==> src/rtl/smsp_pkg.sv <==
// register map, field layout and carrier types of the serial port
package smsp_pkg;
  // word index of each register; byte address is four times it
  localparam int unsigned ADR_W     = 10;
  localparam logic [7:0]  IDX_TXBUF = 8'h9A;
  localparam logic [7:0]  IDX_RXBUF = 8'h9B;
  localparam logic [7:0]  IDX_CFG1  = 8'hE8;
  localparam logic [7:0]  IDX_CFG2  = 8'hE9;
  localparam logic [7:0]  IDX_STAT  = 8'hEA;
  localparam logic [7:0]  IDX_PSEL  = 8'hAF;
  // first configuration register fields
  localparam int unsigned CFG1_MASTER = 7;
  localparam int unsigned CFG1_AUTOSS = 6;
  localparam int unsigned CFG1_OVW    = 5;
  localparam int unsigned CFG1_SSIN   = 4;
  localparam int unsigned RATE_W      = 3;
  // second configuration register fields
  localparam int unsigned CFG2_CONT = 7;
  localparam int unsigned CFG2_CPOL = 6;
  localparam int unsigned CFG2_CPHA = 5;
  localparam int unsigned CFG2_ENDC = 4;
  // status register fields
  localparam int unsigned ST_OVF    = 5;
  localparam int unsigned ST_RXNEW  = 4;
  localparam int unsigned ST_RXFULL = 3;
  localparam int unsigned ST_TXEMP  = 1;
  localparam int unsigned ST_TXFULL = 0;
  // peripheral select register field
  localparam int unsigned PSEL_SPI = 0;
  // reset values
  localparam logic [7:0] CFG1_RST = 8'h00;
  localparam logic [7:0] CFG2_RST = 8'h00;
  localparam logic [7:0] PSEL_RST = 8'h01;
  localparam logic [7:0] BUF_RST  = 8'h00;
  // serial framing: eight bits, two clock edges per bit
  localparam int unsigned BYTE_W = 8;
  localparam int unsigned EDGE_W = 4;
  localparam logic [EDGE_W-1:0] EDGE_LAST = 4'hF;

  // master sequencer, gray coded along idle-lead-shift-gap
  typedef enum logic [1:0] {
    ST_IDLE  = 2'h0,
    ST_LEAD  = 2'h1,
    ST_SHIFT = 2'h3,
    ST_GAP   = 2'h2
  } smsp_state_t;

  typedef struct packed {
    logic sclkOut;
    logic sclkOe;
    logic mosiOut;
    logic mosiOe;
    logic misoOut;
    logic misoOe;
    logic selOut_b;
    logic selOe;
  } smsp_pads_t;

  typedef struct packed {
    logic [ADR_W-1:0] adr;
    logic [31:0]      dat;
    logic [3:0]       sel;
    logic             we;
    logic             stb;
    logic             cyc;
  } smsp_wbreq_t;
endpackage : smsp_pkg

==> src/rtl/smsp_core.sv <==
// byte serial port, master or slave, with wishbone register access
//
// What this block does
// - miso input as master, output as slave
// - eight-bit bytes, most significant bit first
// - mosi output as master, input as slave
// - clock driven as master, received as slave
// - master clock rate, polarity, phase from config
// - slave decodes clock with configured phase, any polarity
// - launch on one edge, sample on other
// - slave select low frames slave bytes
// - automatic select low during master transfer
// - select as input allows multimaster switching
// - continuous mode runs until buffer empty
// - single byte: write starts, flag, release
// - continuous select held until all empty
// - idle gap between bytes without continuous mode
// - transmit flag when shift register loads
// - master stops when buffer not refilled
// - receive flag when byte enters buffer
// - overflow flag, discard or overwrite new byte
// - port select gives pins to this port
// - receive read clears overflow and receive flags
// - full bit set on store, cleared by read
`timescale 1ns/1ps
module smsp_core (
  input  wire logic               sys_clk,   // core clock
  input  wire logic               rst_b,     // sync reset, low
  input  wire smsp_pkg::smsp_wbreq_t wbReq,  // wishbone request
  output logic [31:0]             wb_dat_o,  // read data
  output logic                    wb_ack_o,  // cycle answer
  input  wire logic               sclkIn,    // serial clock pin in
  input  wire logic               mosiIn,    // mosi pin in
  input  wire logic               misoIn,    // miso pin in
  input  wire logic               selIn_b,   // select pin in, low
  output smsp_pkg::smsp_pads_t    pads       // pin drives, enables
);
  import smsp_pkg::*;

  // two-stage synchronisers for every pin input
  logic [1:0] sclkSync_q;
  logic [1:0] mosiSync_q;
  logic [1:0] misoSync_q;
  logic [1:0] selSync_q;
  always_ff @(posedge sys_clk) begin
    if (!rst_b) begin
      sclkSync_q <= 2'h0;
      mosiSync_q <= 2'h0;
      misoSync_q <= 2'h0;
      selSync_q  <= 2'h3;
    end else begin
      sclkSync_q <= {sclkSync_q[0], sclkIn};
      mosiSync_q <= {mosiSync_q[0], mosiIn};
      misoSync_q <= {misoSync_q[0], misoIn};
      selSync_q  <= {selSync_q[0], selIn_b};
    end
  end

  // registers
  logic [7:0]  cfg1_q;
  logic [7:0]  cfg2_q;
  logic [7:0]  psel_q;
  logic [7:0]  txBuf_q;
  logic [7:0]  rxBuf_q;
  logic        txFull_q;
  logic        txEmpty_q;
  logic        rxNew_q;
  logic        rxFull_q;
  logic        ovf_q;
  // serial engine state
  smsp_state_t st_q;
  logic [8:0]  div_q;
  logic [EDGE_W-1:0] edge_q;
  logic [7:0]  txSh_q;
  logic [7:0]  rxSh_q;
  logic        sclk_q;
  logic        ssLow_q;
  logic        sclkPrev_q;
  logic        slvPrev_q;

  // bus decode; side effects happen on the edge that ack is seen
  logic        wbHit;
  logic        wbAct;
  logic        wrTx;
  logic        rdRx;
  assign wbHit = wbReq.cyc & wbReq.stb & !wb_ack_o;
  assign wbAct = wbReq.cyc & wbReq.stb & wb_ack_o;
  assign wrTx  = wbAct & wbReq.we & wbReq.sel[0]
               & (wbReq.adr == ADR_W'(IDX_TXBUF));
  assign rdRx  = wbAct & !wbReq.we & (wbReq.adr == ADR_W'(IDX_RXBUF));

  // mode decode
  logic        cpha;
  logic        cont;
  logic        spiSel;
  logic        masterEff;
  logic        slvAct;
  logic [8:0]  halfLast;
  assign cpha   = cfg2_q[CFG2_CPHA];
  assign cont   = cfg2_q[CFG2_CONT];
  assign spiSel = psel_q[PSEL_SPI];
  // select as input: a low select turns a master into a slave
  assign masterEff = cfg1_q[CFG1_MASTER]
                   & !(cfg1_q[CFG1_SSIN] & !selSync_q[1]);
  assign slvAct = !masterEff & spiSel & !selSync_q[1];
  // half period of 2^(rate+1) core cycles; rate 0 outruns the miso sync
  assign halfLast = (9'h002 << cfg1_q[RATE_W-1:0]) - 9'h001;

  // edge events: master from its divider, slave from the pin
  logic        tick;
  logic        edgeEv;
  logic        sampleNow;
  logic        shiftNow;
  logic        byteEnd;
  logic        din;
  logic [7:0]  rxNext;
  logic        loadNow;
  logic        ldTx;
  logic        txTaken;
  assign tick   = (st_q != ST_IDLE) & (div_q == halfLast);
  // a deselected slave sees no edges at all
  assign edgeEv = (masterEff & (st_q == ST_SHIFT) & tick)
                | (slvAct & (sclkSync_q[1] != sclkPrev_q));
  // sample on one edge of each pair, launch on the other
  assign sampleNow = edgeEv & (edge_q[0] == cpha);
  assign shiftNow  = edgeEv & (edge_q[0] != cpha)
                   & (edge_q != '0);
  assign byteEnd   = edgeEv & (edge_q == EDGE_LAST);
  assign din       = masterEff ? misoSync_q[1] : mosiSync_q[1];
  assign rxNext    = sampleNow ? {rxSh_q[6:0], din} : rxSh_q;
  // master loads from idle, or back to back when continuous
  assign loadNow = masterEff & spiSel & txFull_q
                 & ((st_q == ST_IDLE)
                    | ((st_q == ST_SHIFT) & byteEnd & cont));
  assign ldTx    = loadNow
                 | (slvAct & (!slvPrev_q | byteEnd));
  assign txTaken = ldTx & txFull_q;

  // wishbone answer: one wait state, ack for exactly one cycle
  always_ff @(posedge sys_clk) begin
    if (!rst_b) begin
      wb_ack_o <= 1'b0;
      wb_dat_o <= 32'h0000_0000;
    end else begin
      wb_ack_o <= wbHit;
      if (wbHit) begin
        case (wbReq.adr)
          ADR_W'(IDX_RXBUF): wb_dat_o <= {24'h00_0000, rxBuf_q};
          ADR_W'(IDX_CFG1):  wb_dat_o <= {24'h00_0000, cfg1_q};
          ADR_W'(IDX_CFG2):  wb_dat_o <= {24'h00_0000, cfg2_q};
          ADR_W'(IDX_PSEL):  wb_dat_o <= {24'h00_0000, psel_q};
          ADR_W'(IDX_STAT):  wb_dat_o <= {26'h000_0000, ovf_q, rxNew_q,
                                         rxFull_q, 1'b0, txEmpty_q,
                                         txFull_q};
          default:           wb_dat_o <= 32'h0000_0000;
        endcase
      end
    end
  end

  // configuration and transmit buffer writes
  always_ff @(posedge sys_clk) begin
    if (!rst_b) begin
      cfg1_q  <= CFG1_RST;
      cfg2_q  <= CFG2_RST;
      psel_q  <= PSEL_RST;
      txBuf_q <= BUF_RST;
    end else if (wbAct & wbReq.we & wbReq.sel[0]) begin
      case (wbReq.adr)
        ADR_W'(IDX_CFG1):  cfg1_q  <= wbReq.dat[7:0];
        ADR_W'(IDX_CFG2):  cfg2_q  <= wbReq.dat[7:0];
        ADR_W'(IDX_PSEL):  psel_q  <= wbReq.dat[7:0];
        ADR_W'(IDX_TXBUF): txBuf_q <= wbReq.dat[7:0];
        default:           cfg1_q  <= cfg1_q;
      endcase
    end
  end

  // transmit flags; a hardware set wins over a same-cycle clear
  always_ff @(posedge sys_clk) begin
    if (!rst_b) begin
      txFull_q  <= 1'b0;
      txEmpty_q <= 1'b0;
    end else begin
      if (txTaken) txFull_q <= 1'b0;
      if (wrTx) txFull_q <= 1'b1;
      if (wrTx) txEmpty_q <= 1'b0;
      if (txTaken) txEmpty_q <= 1'b1;
    end
  end

  // receive buffer and flags; a new byte wins over a read clear
  always_ff @(posedge sys_clk) begin
    if (!rst_b) begin
      rxBuf_q  <= BUF_RST;
      rxNew_q  <= 1'b0;
      rxFull_q <= 1'b0;
      ovf_q    <= 1'b0;
    end else begin
      if (rdRx) begin
        rxNew_q  <= 1'b0;
        ovf_q    <= 1'b0;
        rxFull_q <= 1'b0;
      end
      if (byteEnd) begin
        if (rxFull_q & !rdRx) begin
          ovf_q <= 1'b1;
          if (cfg1_q[CFG1_OVW]) begin
            rxBuf_q <= rxNext;
            rxNew_q <= 1'b1;
          end
        end else begin
          rxBuf_q  <= rxNext;
          rxNew_q  <= 1'b1;
          rxFull_q <= 1'b1;
        end
      end
    end
  end

  // shift registers and clock edge counter, shared by both modes
  always_ff @(posedge sys_clk) begin
    if (!rst_b) begin
      txSh_q     <= BUF_RST;
      rxSh_q     <= BUF_RST;
      edge_q     <= '0;
      sclkPrev_q <= 1'b0;
      slvPrev_q  <= 1'b0;
    end else begin
      sclkPrev_q <= sclkSync_q[1];
      slvPrev_q  <= slvAct;
      // msb goes out first, captured bits enter at the bottom
      if (ldTx) txSh_q <= txBuf_q;
      else if (shiftNow) txSh_q <= {txSh_q[6:0], 1'b0};
      if (sampleNow) rxSh_q <= rxNext;
      // partial byte is dropped on release only if asked to
      if ((masterEff & (st_q == ST_IDLE))
          | (!masterEff & !slvAct & cfg2_q[CFG2_ENDC])) begin
        edge_q <= '0;
      end else if (edgeEv) begin
        edge_q <= edge_q + 4'h1;
      end
    end
  end

  // master sequencer: select, clock generation, gap, stop
  always_ff @(posedge sys_clk) begin
    if (!rst_b) begin
      st_q    <= ST_IDLE;
      div_q   <= 9'h000;
      sclk_q  <= 1'b0;
      ssLow_q <= 1'b0;
    end else if (!masterEff) begin
      st_q    <= ST_IDLE;
      div_q   <= 9'h000;
      sclk_q  <= cfg2_q[CFG2_CPOL];
      ssLow_q <= 1'b0;
    end else begin
      div_q <= (st_q == ST_IDLE || tick) ? 9'h000 : div_q + 9'h001;
      case (st_q)
        ST_IDLE: begin
          sclk_q <= cfg2_q[CFG2_CPOL];
          if (loadNow) begin
            st_q    <= ST_LEAD;
            ssLow_q <= cfg1_q[CFG1_AUTOSS];
          end
        end
        // half a period of select setup here; the first edge comes a further half period into shift
        ST_LEAD: begin
          if (tick) st_q <= ST_SHIFT;
        end
        ST_SHIFT: begin
          if (tick) sclk_q <= !sclk_q;
          if (byteEnd) begin
            if (cont & txFull_q) begin
              st_q <= ST_SHIFT;
            end else if (cont) begin
              st_q    <= ST_IDLE;
              ssLow_q <= 1'b0;
            end else begin
              st_q    <= ST_GAP;
              ssLow_q <= 1'b0;
            end
          end
        end
        ST_GAP: begin
          if (tick) st_q <= ST_IDLE;
        end
        default: st_q <= ST_IDLE;
      endcase
    end
  end

  // pin drives, all registered; the other interface owns clock, mosi and miso
  // whenever the port select bit is clear; the select drive ignores that bit
  always_ff @(posedge sys_clk) begin
    if (!rst_b) begin
      pads <= '{sclkOut: 1'b0, sclkOe: 1'b0, mosiOut: 1'b0,
                mosiOe: 1'b0, misoOut: 1'b0, misoOe: 1'b0,
                selOut_b: 1'b1, selOe: 1'b0};
    end else begin
      pads.sclkOut  <= sclk_q;
      pads.sclkOe   <= masterEff & spiSel;
      pads.mosiOut  <= txSh_q[7];
      pads.mosiOe   <= masterEff & spiSel;
      pads.misoOut  <= txSh_q[7];
      pads.misoOe   <= slvAct;
      pads.selOut_b <= !ssLow_q;
      pads.selOe    <= masterEff & cfg1_q[CFG1_AUTOSS]
                     & !cfg1_q[CFG1_SSIN];
    end
  end

  // checks
  miso_dir_a:
  assert property (@(posedge sys_clk) disable iff (!rst_b)
    pads.misoOe |-> !$past(masterEff) && !$past(selSync_q[1]))
    else $error("miso driven in master mode or deselected");

  mosi_dir_a:
  assert property (@(posedge sys_clk) disable iff (!rst_b)
    pads.mosiOe |-> $past(masterEff) && $past(spiSel))
    else $error("mosi driven outside master mode");

  sclk_dir_a:
  assert property (@(posedge sys_clk) disable iff (!rst_b)
    !masterEff ##1 !masterEff |-> !pads.sclkOe)
    else $error("clock driven in slave mode");

  sclk_idle_a:
  assert property (@(posedge sys_clk) disable iff (!rst_b)
    st_q == ST_LEAD |-> sclk_q == cfg2_q[CFG2_CPOL])
    else $error("clock not at idle polarity before first edge");

  tx_flag_a:
  assert property (@(posedge sys_clk) disable iff (!rst_b)
    txTaken && !wrTx |=> txEmpty_q && !txFull_q)
    else $error("transmit flag not raised on load");

  rx_store_a:
  assert property (@(posedge sys_clk) disable iff (!rst_b)
    byteEnd && !rxFull_q |=> rxNew_q && rxFull_q
      && rxBuf_q == $past(rxNext))
    else $error("received byte not stored");

  rx_ovf_a:
  assert property (@(posedge sys_clk) disable iff (!rst_b)
    byteEnd && rxFull_q && !rdRx && !cfg1_q[CFG1_OVW]
    |=> ovf_q && rxBuf_q == $past(rxBuf_q))
    else $error("overflow not flagged or byte not discarded");

  rd_clear_a:
  assert property (@(posedge sys_clk) disable iff (!rst_b)
    rdRx && !byteEnd |=> !ovf_q && !rxNew_q && !rxFull_q)
    else $error("receive read did not clear flags");

  auto_ss_a:
  assert property (@(posedge sys_clk) disable iff (!rst_b)
    masterEff && cfg1_q[CFG1_AUTOSS] && st_q == ST_LEAD
    ##1 st_q == ST_SHIFT |-> ssLow_q)
    else $error("select not low during transfer");

  stop_gap_a:
  assert property (@(posedge sys_clk) disable iff (!rst_b)
    masterEff && st_q == ST_SHIFT && byteEnd && !txFull_q
    |=> !ssLow_q && (st_q == (cont ? ST_IDLE : ST_GAP)))
    else $error("master did not stop or gap after byte");
endmodule : smsp_core

==> config.mk <==
export PLATFORM = sky130hd
export DESIGN_NAME = smsp_core
export DESIGN_NICKNAME = d
export VERILOG_FILES = /design/src/rtl/smsp_pkg.sv /design/src/rtl/smsp_core.sv
export SDC_FILE = /design/constraint.sdc
export NUM_CORES = 1
export LEC_CHECK = 0
export BUFFER_PORTS_ARGS = -buffer_cell sky130_fd_sc_hd__buf_2
export CAP_MARGIN = 20
export CORE_MARGIN = 4
export CORE_UTILIZATION = 45
export DETAILED_ROUTE_END_ITERATION = 8
export GPL_TIMING_DRIVEN = 0
export PLACE_DENSITY = 0.69
export SYNTH_ARGS = -nofsm -noshare
export SYNTH_HDL_FRONTEND = slang
export SYNTH_SLANG_ARGS = --single-unit
export TNS_END_PERCENT = 50
==> constraint.sdc <==
create_clock -name sys_clk -period 7.1 [get_ports sys_clk]
set_input_delay 0 -clock sys_clk [delete_from_list [all_inputs] [get_ports sys_clk]]
set_output_delay 0 -clock sys_clk [all_outputs]
set_load 0.05 [all_outputs]
==> results of run 1 <==
## state kept, by name, summed over array words and instances, names as in the netlist, 2 cells and up
name	flops
pads	6
st_q	2
misoSync_q	2
selSync_q	2
txSh_q	8
sclkSync_q	2
psel_q	8
wb_dat_o	8
rxBuf_q	8
mosiSync_q	2
div_q	9
rxSh_q	8
txBuf_q	8
cfg2_q	8
cfg1_q	8
edge_q	4
## placed cells by master, fill, tap and decap left out, types with 5 or more instances in the layout
cell type,n
dfxtp_1,102
nand2_1,61
nor2_1,50
a21oi_1,50
buf_2,45
nand3_1,38
mux2i_1,31
buf_4,30
conb_1,24
clkbuf_1,22
and2_1,16
dlygate4sd3_1,15
inv_1,13
a211oi_1,10
clkbuf_8,10
xor2_1,9
o21ai_0,9
nand2b_1,8
o31ai_1,8
nor3_1,7
o22ai_1,6
nand4_1,6
xnor2_1,5
## worst max-delay path, cell delays in order, from the launching register on
cell and delay, ps:
dfxtp_1 320, clkbuf_1 380, nor2_1 140, nand2_1 100, ha_1 140, buf_4 150
or4bb_1 500, o211ai_2 90, a22oi_2 110, o21a_1 190, buf_6 140, o31ai_4 500
nand4_1 170, mux2_1 350
## metrics by stage
step	setup WS, ps	hold slack, ps
finish	3690	117.9
floorplan	4218	101.5
CTS	3736	97.92
global placement	3879	200.0
detailed placement	3769	212.1
global route	3521	164.2
## power by group through the flow
| stage | registers [µW] | logic, µW | clock network, µW |
|---|---|---|---|
| final | 581 | 101 | 386 |
| after global routing | 582 | 107 | 418 |
| after CTS | 582 | 99.7 | 397 |
| after detailed placement | 595 | 93.2 | 0 |
| after global placement | 595 | 91.9 | 0 |
| after floorplan | 601 | 63.5 | 0 |
## per-layer routing
metal	global-route usage, %	share of wire (%)	wire length (µm)	vias up
li1	-	-	-	2121
met1	26.12	45	5608	2045
met2	31.53	47	5774	150
met3	2.989	5.8	723	23
met4	8.678	2.3	279	0
met5	0	0	0	-
## cell type report
cell class | count | area [µm²]
Clock buffer | 11 | 141.4
Sequential cell | 102 | 2042
Inverter | 14 | 52.55
Buffer | 56 | 347.8
Tap cell | 136 | 170.2
Fill cell | 983 | 4733
Clock inverter | 5 | 65.06
Multi-Input combinational cell | 412 | 2494
Timing Repair Buffer | 59 | 370.4
## path summary, 6_finish.rpt
check                           slack, ps       from   endpoint  cells after the start
worst max-delay path                 3690  cfg1_q[2]  edge_q[3]                     13
worst min-delay path                  120   wbReq[3]  psel_q[2]                      5
worst max register to register       3690  cfg1_q[2]  edge_q[3]                     13
worst min register to register        390    ssLow_q    pads[1]                      1
## kinds of logic (layout without fill, tap and decap cells)
family / Yosys count / after routing / share of synthesized area, %
xor+xnor: 14 / 14 / 2.528
fa+ha+maj: 4 / 4 / 1.032
buf+inv: 70 / 145 / 8.256
other cells: 1 / 24 / 0.07733
compound gates: 124 / 124 / 17.39
mux: 33 / 33 / 6.863
simple gates: 213 / 213 / 21.75
flops: 102 / 102 / 42.11
==> impl_metrics.yaml, run 1 <==
clocking:
  cts.path.max_buffers: 2
  clk_pin_slew_ps: 100
  clock_latency_ps: 380
  cts_buffers: 9
  htree_levels: 3
  cts_tree: "yes"
  clock-root-buffer: "clkbuf_8"
  cts_resized: 0
  clock_sinks: 102
  hold_buffers: 15
  post_cts_buffers: 0
global_route:
  grt_max_degree: 18
  grt_pass1_wl_mm: 19.80
  grt_pass1_vias: 3943
  grt_antenna_before_repair: 0
  gr-total-overflow: 0
  gr-usage-all-layers_pct: 19.63
floorplan:
  die_area_um2: 12500
  start_util_pct: 46.56
  die_w_um: 111.8
  core_area_um2: 10420
  die_y_um: 111.8
  rows: 37
  ios: 96
layout:
  nNetsFinal: 713
  drive_gt1_share_pct: 16.24
  fin_area_um2: 5683
  final_util_pct: 54.56
  n_antenna_cell: 0
  final_cell_count_no_fill: 795
  syn_to_final_growth_pct: 17.18
pwr:
  power_frac_seq_pct: 54.4
  power_uw: 1068
  switching_share_pct: 26.24
  pwr_density_cell_nw_per_um2: 187.9
  clockPowerShare_pct: 36.1
  power.net_switching_uw: 280.2
  power_leakage_uw: 0.002288
  vdd_drop_max_uv: 92.49
  internal_power_uw: 787.6
  power_frac_comb_pct: 9.4
drt:
  wl_per_cell_um: 15.58
  route.detailed.drc: 0
  drtIter0Drc: 291
  ant_nets: 0
  drtPass1Iterations: 7
  routed_wl_mm: 12.39
  vias_per_cell: 5.458
  vias: 4339
placement:
  placed_cell_area_um2: 5321
  gp_congestion: 0.8958
  dp_hpwl_mm: 9.036
  place_inst: 763
  portBuffers: 43
sta:
  post-route-period-util_pct: 48.03
  worstMarginPinSlew_ps: 1128
  fmax_mhz: 293.3
  fin_setup_tns_ps: 0
  fin_skew_ps: 14.27
  drv_slew: 0
  period_needed_ps: 3410
  hold_viol_final: 0
  slew_headroom_pct: 24.25
  rsz0062_at_grt: "false"
  setup-violations-final: 0
setup_path:
  start_kind: "flip-flop"
  cp-end-kind: "flip-flop"
  worst_ep_arrival_time_ps: 3670
  critPathKind: "flip-flop to flip-flop"
  required_ps: 7360
  path_max_fanout: 9
synthesis:
  synth_common_cells: "dfxtp_1, nand2_1, a21oi_1, nor2_1, nand3_1"
  synth_most_common_cell: "dfxtp_1"
  synth_top_area_share_pct: 42.11
  ys_ff_latch: 102
  synth_area_leaders: "dfxtp_1, mux2i_1, a21oi_1"
  synth-main-ff-cell: "dfxtp_1"
  netlist_instances: 561
  synth_seq_area_share_pct: 42.11
  synth.avg_cell_area_um2: 8.645
  async_reset_ff_share_pct: 0
  synth_edf_count: 0
  synthesis.area_um2: 4850
  yosysTopAreaCell: "dfxtp_1"
  yosysWarnings: 0
  ys_types: 65
status:
  status: "finished clean"
run:
  maxCapViolations: 0
worst_hold_path:
  hold_path.class: "input pin to flip-flop"
(Power assumes the default switching activity.)
==> inputs of run 2 (changes only) <==
--- a/config.mk
+++ b/config.mk
@@ -11,7 +11,7 @@
 export CORE_UTILIZATION = 45
 export DETAILED_ROUTE_END_ITERATION = 8
 export GPL_TIMING_DRIVEN = 0
-export PLACE_DENSITY = 0.69
+export PLACE_DENSITY = 0.72
 export SYNTH_ARGS = -nofsm -noshare
 export SYNTH_HDL_FRONTEND = slang
 export SYNTH_SLANG_ARGS = --single-unit
==> constraint.sdc (replaced) <==
create_clock -name sys_clk -period 3.1 [get_ports sys_clk]
set_input_delay 0 -clock sys_clk [delete_from_list [all_inputs] [get_ports sys_clk]]
set_output_delay 0 -clock sys_clk [all_outputs]
set_load 0.05 [all_outputs]
==> impl_metrics.yaml, run 2 (synthesis results as in run 1) <==
setup_path:
  cpPeakStageDelay_ps: 420
  crit_path_cell_trace: "buf_6 > nor2_4 > nand2_1 > ha_1 > buf_6 > or4_4 > o211ai_2 > a22oi_2 > o21a_1 > buf_6 > o41a_1 > buf_6 > mux2i_1 > o31ai_1"
  start_kind: "flip-flop"
  required_ps: 3390
  worst_ep_arrival_time_ps: 3270
  critPathKind: "flip-flop to flip-flop"
  crit_buf_inv: 4
  path_max_fanout: 9
  cp-end-kind: "flip-flop"
  critPathTopFamily: "compound AO/OA/AOI/OAI gates"
  path_common_cell: "buf_6"
  crit_slowest_cell: "or4_4"
drt:
  routed_wl_mm: 12.03
  ant_nets: 0
  drtPass1Iterations: 5
  vias_per_cell: 5.414
  wl_per_cell_um: 15.03
  vias: 4331
  drtIter0Drc: 261
  route.detailed.drc: 0
global_route:
  gr-total-overflow: 0
  grt_pass1_wl_mm: 19.79
  grt_max_degree: 16
  grt_antenna_before_repair: 0
  grt_pass1_vias: 3975
  gr-usage-all-layers_pct: 19.22
floorplan:
  ios: 96
  die_y_um: 111.8
  core_area_um2: 10420
  die_area_um2: 12500
  rows: 37
  start_util_pct: 46.56
  die_w_um: 111.8
sta:
  period_needed_ps: 2983
  drv_slew: 0
  post-route-period-util_pct: 96.23
  fin_skew_ps: 8.756
  setup-violations-final: 0
  hold_viol_final: 0
  fmax_mhz: 335.2
  worstMarginPinSlew_ps: 1012
  slew_headroom_pct: 32.04
layout:
  mostFrequentLayoutCell: "dfxtp_1"
  syn_to_final_growth_pct: 18.65
  drive_gt1_share_pct: 17.92
  final_cell_mix: "dfxtp_1, nand2_1, a21oi_1"
  largest_reg_flops: 9
  nNetsFinal: 719
  n_antenna_cell: 0
  final_cell_count_no_fill: 800
  n_fill_cell: 941
  regMostFlops: "div_q"
placement:
  dp_hpwl_mm: 8.818
  gp_congestion: 0.8556
  place_inst: 763
  portBuffers: 43
pwr:
  vdd_drop_max_uv: 215.2
  pwr_density_cell_nw_per_um2: 417.3
  power_uw: 2401
  power_leakage_uw: 0.002314
run:
  maxCapViolations: 0
clocking:
  cts_tree: "yes"
  clk_pin_slew_ps: 90
  clock_sinks: 102
  cts_buffers: 9
  htree_levels: 3
  clock-root-buffer: "clkbuf_8"
  cts.path.max_buffers: 2
  clock_latency_ps: 370
status:
  status: "finished clean"
worst_hold_path:
  hold_path.class: "input pin to flip-flop"
[run 2: cell count changes in the layout (fill, tap and decap cells not counted), moves of 2 or more]
cell	change
buf_4	+7
mux2i_1	-3
buf_6	+2
clkinvlp_4	-2
dfxtp_1	-2
mux2i_2	+2
[run 2: layer usage]
layer | global-route usage [%] | wire [µm] | vias to the layer above
met5 | 0 | 0 | -
met4 | 6.813 | 236 | 0
met3 | 3.804 | 824 | 23
met2 | 30.90 | 5683 | 166
met1 | 25.70 | 5282 | 2005
li1 | - | - | 2137
[run 2: final timing paths]
check	cells past startpoint	to	slack [ps]	startpoint
worst max-delay path	14	rxBuf_q[0]	120	cfg1_q[1]
worst min-delay path	3	txSh_q[1]	30	rst_b
worst max register to register	14	rxBuf_q[0]	120	cfg1_q[1]
worst min register to register	1	pads[1]	410	ssLow_q
[run 2: cell type report]
cell class                      instances  area (µm²)  area share (%)
Multi-Input combinational cell        412        2521           43.81
Timing Repair Buffer                   66       420.4           7.306
Tap cell                              136       170.2           2.957
Inverter                               14       52.55          0.9132
Clock inverter                          3       43.79          0.7610
Sequential cell                       102        2047           35.57
Buffer                                 55       354.1           6.154
Clock buffer                           12       145.1           2.522
[run 2: worst min-delay path, cell delays in order]
cell and delay (ps):
buf_2 130, clkinv_1 160, a211oi_1 70
[run 2: stage by stage]
stage	cell area (µm²)	hold WS, ps	TNS [ps]	utilization [%]	setup slack (ps)
final	5754	29.63	0	55.24	116.8
after global routing	5754	36.60	-7.009	55.24	-7.009
after CTS	5688	12.70	0	54.61	25.68
after detailed placement	5321	205.8	-2001	51.09	-179.0
after global placement	5321	200.1	-945.3	51.09	-105.0
after floorplan	4936	101.5	0	-	217.9
[run 2: power breakdown]
part           switching [µW]  internal (µW)  total, µW  leakage [µW]
logic                     155           74.8        230       0.00139
clock network             447            394        841     0.0000968
registers                6.84           1320       1330      0.000826
[run 2: what timing repair did]
item                                   4_1_cts  5_1_grt
buffers inserted                             5        3
endpoints found under the hold margin       37        0
resized for setup                            2       10
hold buffers                                14        0
setup endpoints to repair                   20       17
pin swaps                                    2        1
==> inputs of run 3 (changes only) <==
--- a/config.mk
+++ b/config.mk
@@ -10,7 +10,6 @@
 export CORE_MARGIN = 4
 export CORE_UTILIZATION = 45
 export DETAILED_ROUTE_END_ITERATION = 8
-export GPL_TIMING_DRIVEN = 0
 export PLACE_DENSITY = 0.72
 export SYNTH_ARGS = -nofsm -noshare
 export SYNTH_HDL_FRONTEND = slang
==> impl_metrics.yaml, run 3 (synthesis results as in run 1) <==
drt:
  ant_nets: 0
  route.detailed.drc: 0
  wl_per_cell_um: 15.09
  drtIter0Drc: 242
  routed_wl_mm: 11.36
  vias: 4127
  vias_per_cell: 5.481
  drtPass1Iterations: 5
sta:
  post-route-period-util_pct: 93.84
  rsz0062_at_grt: "false"
  hold_viol_final: 0
  slew_headroom_pct: 28.61
  fin_setup_tns_ps: 0
  fmax_mhz: 343.8
  drv_slew: 0
  period_needed_ps: 2909
  holdWs_ps: 110.2
  fin_skew_ps: 14.96
  setup-violations-final: 0
  worstMarginPinSlew_ps: 1063
setup_path:
  r2r_cells: 12
  path_max_fanout: 9
  startpoint: "cfg1_q[0]"
  cp.depth: 12
  path_common_cell: "buf_4"
  critPathTopFamily: "simple AND/OR/NAND/NOR gates"
  crit_path_cell_trace: "inv_1 > nand2_1 > ha_1 > or4bb_1 > o211ai_2 > a22oi_2 > o21a_1 > buf_4 > nor4b_4 > buf_4 > o31ai_1 > a21oi_1"
  rrSetupSlack_ps: 190
  start_kind: "flip-flop"
  cp-end-kind: "flip-flop"
  cpPeakStageDelay_ps: 520
  critPathKind: "flip-flop to flip-flop"
  required_ps: 3400
  crit_slowest_cell: "or4bb_1"
  crit_buf_inv: 3
  endpoint: "rxBuf_q[1]"
  timing.rr.end: "rxBuf_q[1]"
  reg2reg_from: "cfg1_q[0]"
  worst_ep_arrival_time_ps: 3210
clocking:
  htree_levels: 3
  clock_sinks: 102
  cts_tree: "yes"
  cts_buffers: 9
  clk_pin_slew_ps: 110
  clock-root-buffer: "clkbuf_8"
  cts.path.max_buffers: 2
  post_cts_buffers: 0
  clock_latency_ps: 370
pwr:
  pwr_density_cell_nw_per_um2: 432.1
  switching_share_pct: 28.00
  clockPowerShare_pct: 34.8
  vdd_drop_max_uv: 248.1
  power_frac_comb_pct: 8.4
  power.net_switching_uw: 656.7
  power_leakage_uw: 0.002144
  power_frac_seq_pct: 56.8
  internal_power_uw: 1689
global_route:
  grt_pass1_vias: 3964
  grt_antenna_before_repair: 0
  gr-total-overflow: 0
  grt_max_degree: 53
  grt_pass1_wl_mm: 18.95
  gr-usage-all-layers_pct: 18.40
layout:
  drive_gt1_share_pct: 14.75
  largest_reg_flops: 9
  regMostFlops: "div_q"
  nNetsFinal: 671
  final_cell_mix: "dfxtp_1, nand2_1, nor2_1"
  mostFrequentLayoutCell: "dfxtp_1"
  n_antenna_cell: 0
  n_fill_cell: 986
  regArea_um2: 2042
  multi_input_area_um2: 2504
  syn_to_final_growth_pct: 11.92
worst_hold_path:
  hold_path.class: "input pin to flip-flop"
floorplan:
  start_util_pct: 46.56
  core_area_um2: 10420
  die_w_um: 111.8
  die_area_um2: 12500
  ios: 96
  rows: 37
  die_y_um: 111.8
placement:
  dp_hpwl_mm: 8.274
  gp_congestion: 0.8855
  portBuffers: 44
run:
  maxCapViolations: 0
status:
  status: "finished clean"
[run 3: cell count changes in the layout (fill, tap and decap cells not counted), moves of 2 or more]
cell / previous run / this run
buf_4: 37 / 15
buf_6: 5 / 0
clkbuf_1: 22 / 0
dfxtp_1: 100 / 102
inv_6: 1 / 3
inv_8: 0 / 2
mux2i_1: 28 / 31
mux2i_2: 2 / 0
[run 3: per-layer routing]
layer / GRT usage, % / share of wire, %
met1: 23.22 / 44
met2: 31.22 / 49
met3: 4.022 / 6.1
met4: 6.002 / 1.5
met5: 0 / 0
[run 3: power by group through the flow]
| stage | logic [µW] | registers (µW) | clock network (µW) |
|---|---|---|---|
| floorplan | 146 | 1380 | 0 |
| global placement | 179 | 1360 | 0 |
| detailed placement | 182 | 1360 | 0 |
| CTS | 196 | 1330 | 837 |
| global route | 211 | 1330 | 884 |
| finish | 197 | 1330 | 816 |
[run 3: how the worst min path moves through the flow]
stage                     startpoint            to  cells past startpoint
final                          rst_b       pads[1]                      2
after global routing           rst_b       pads[1]                      2
after CTS                   wbReq[2]         ovf_q                      4
after detailed placement     selIn_b  selSync_q[0]                      2
after global placement       selIn_b  selSync_q[0]                      2
after floorplan              selIn_b  selSync_q[0]                      1
[run 3: cell type report]
cell class	instances	share of cell area (%)
clock buffer	9	2.282
clock inverter	7	1.153
inverter	14	0.9682
multi-input combinational	412	46.13
sequential	102	37.62
tap	136	3.135
timing repair buffer	73	8.714
[run 3: worst reg2reg max path, stage by stage, from the launching register on]
cell and delay, ps:
dfxtp_1 480, inv_1 100, nand2_1 70, ha_1 200, or4bb_1 520, o211ai_2 100, a22oi_2 100, o21a_1 210
buf_4 180, nor4b_4 400, buf_4 210, o31ai_1 80, a21oi_1 180
[run 3: repair_timing]
action,CTS,global route
hold buffers,14,0
endpoints found under the setup margin,0,10
resized for setup,0,2
endpoints found under the hold margin,37,0
[run 3: stage by stage]
stage / cell area, µm² / setup WS, ps / cells / utilization (%) / total power [µW]
finish: 5428 / 191.0 / 753 / 52.11 / 2345
global route: 5428 / 27.20 / 753 / 52.11 / 2430
CTS: 5423 / 190.2 / 753 / 52.06 / 2365
detailed placement: 5096 / 254.1 / 723 / 48.92 / 1545
global placement: 5096 / 324.9 / 723 / 48.92 / 1541
floorplan: 4936 / 217.9 / 584 / - / 1523
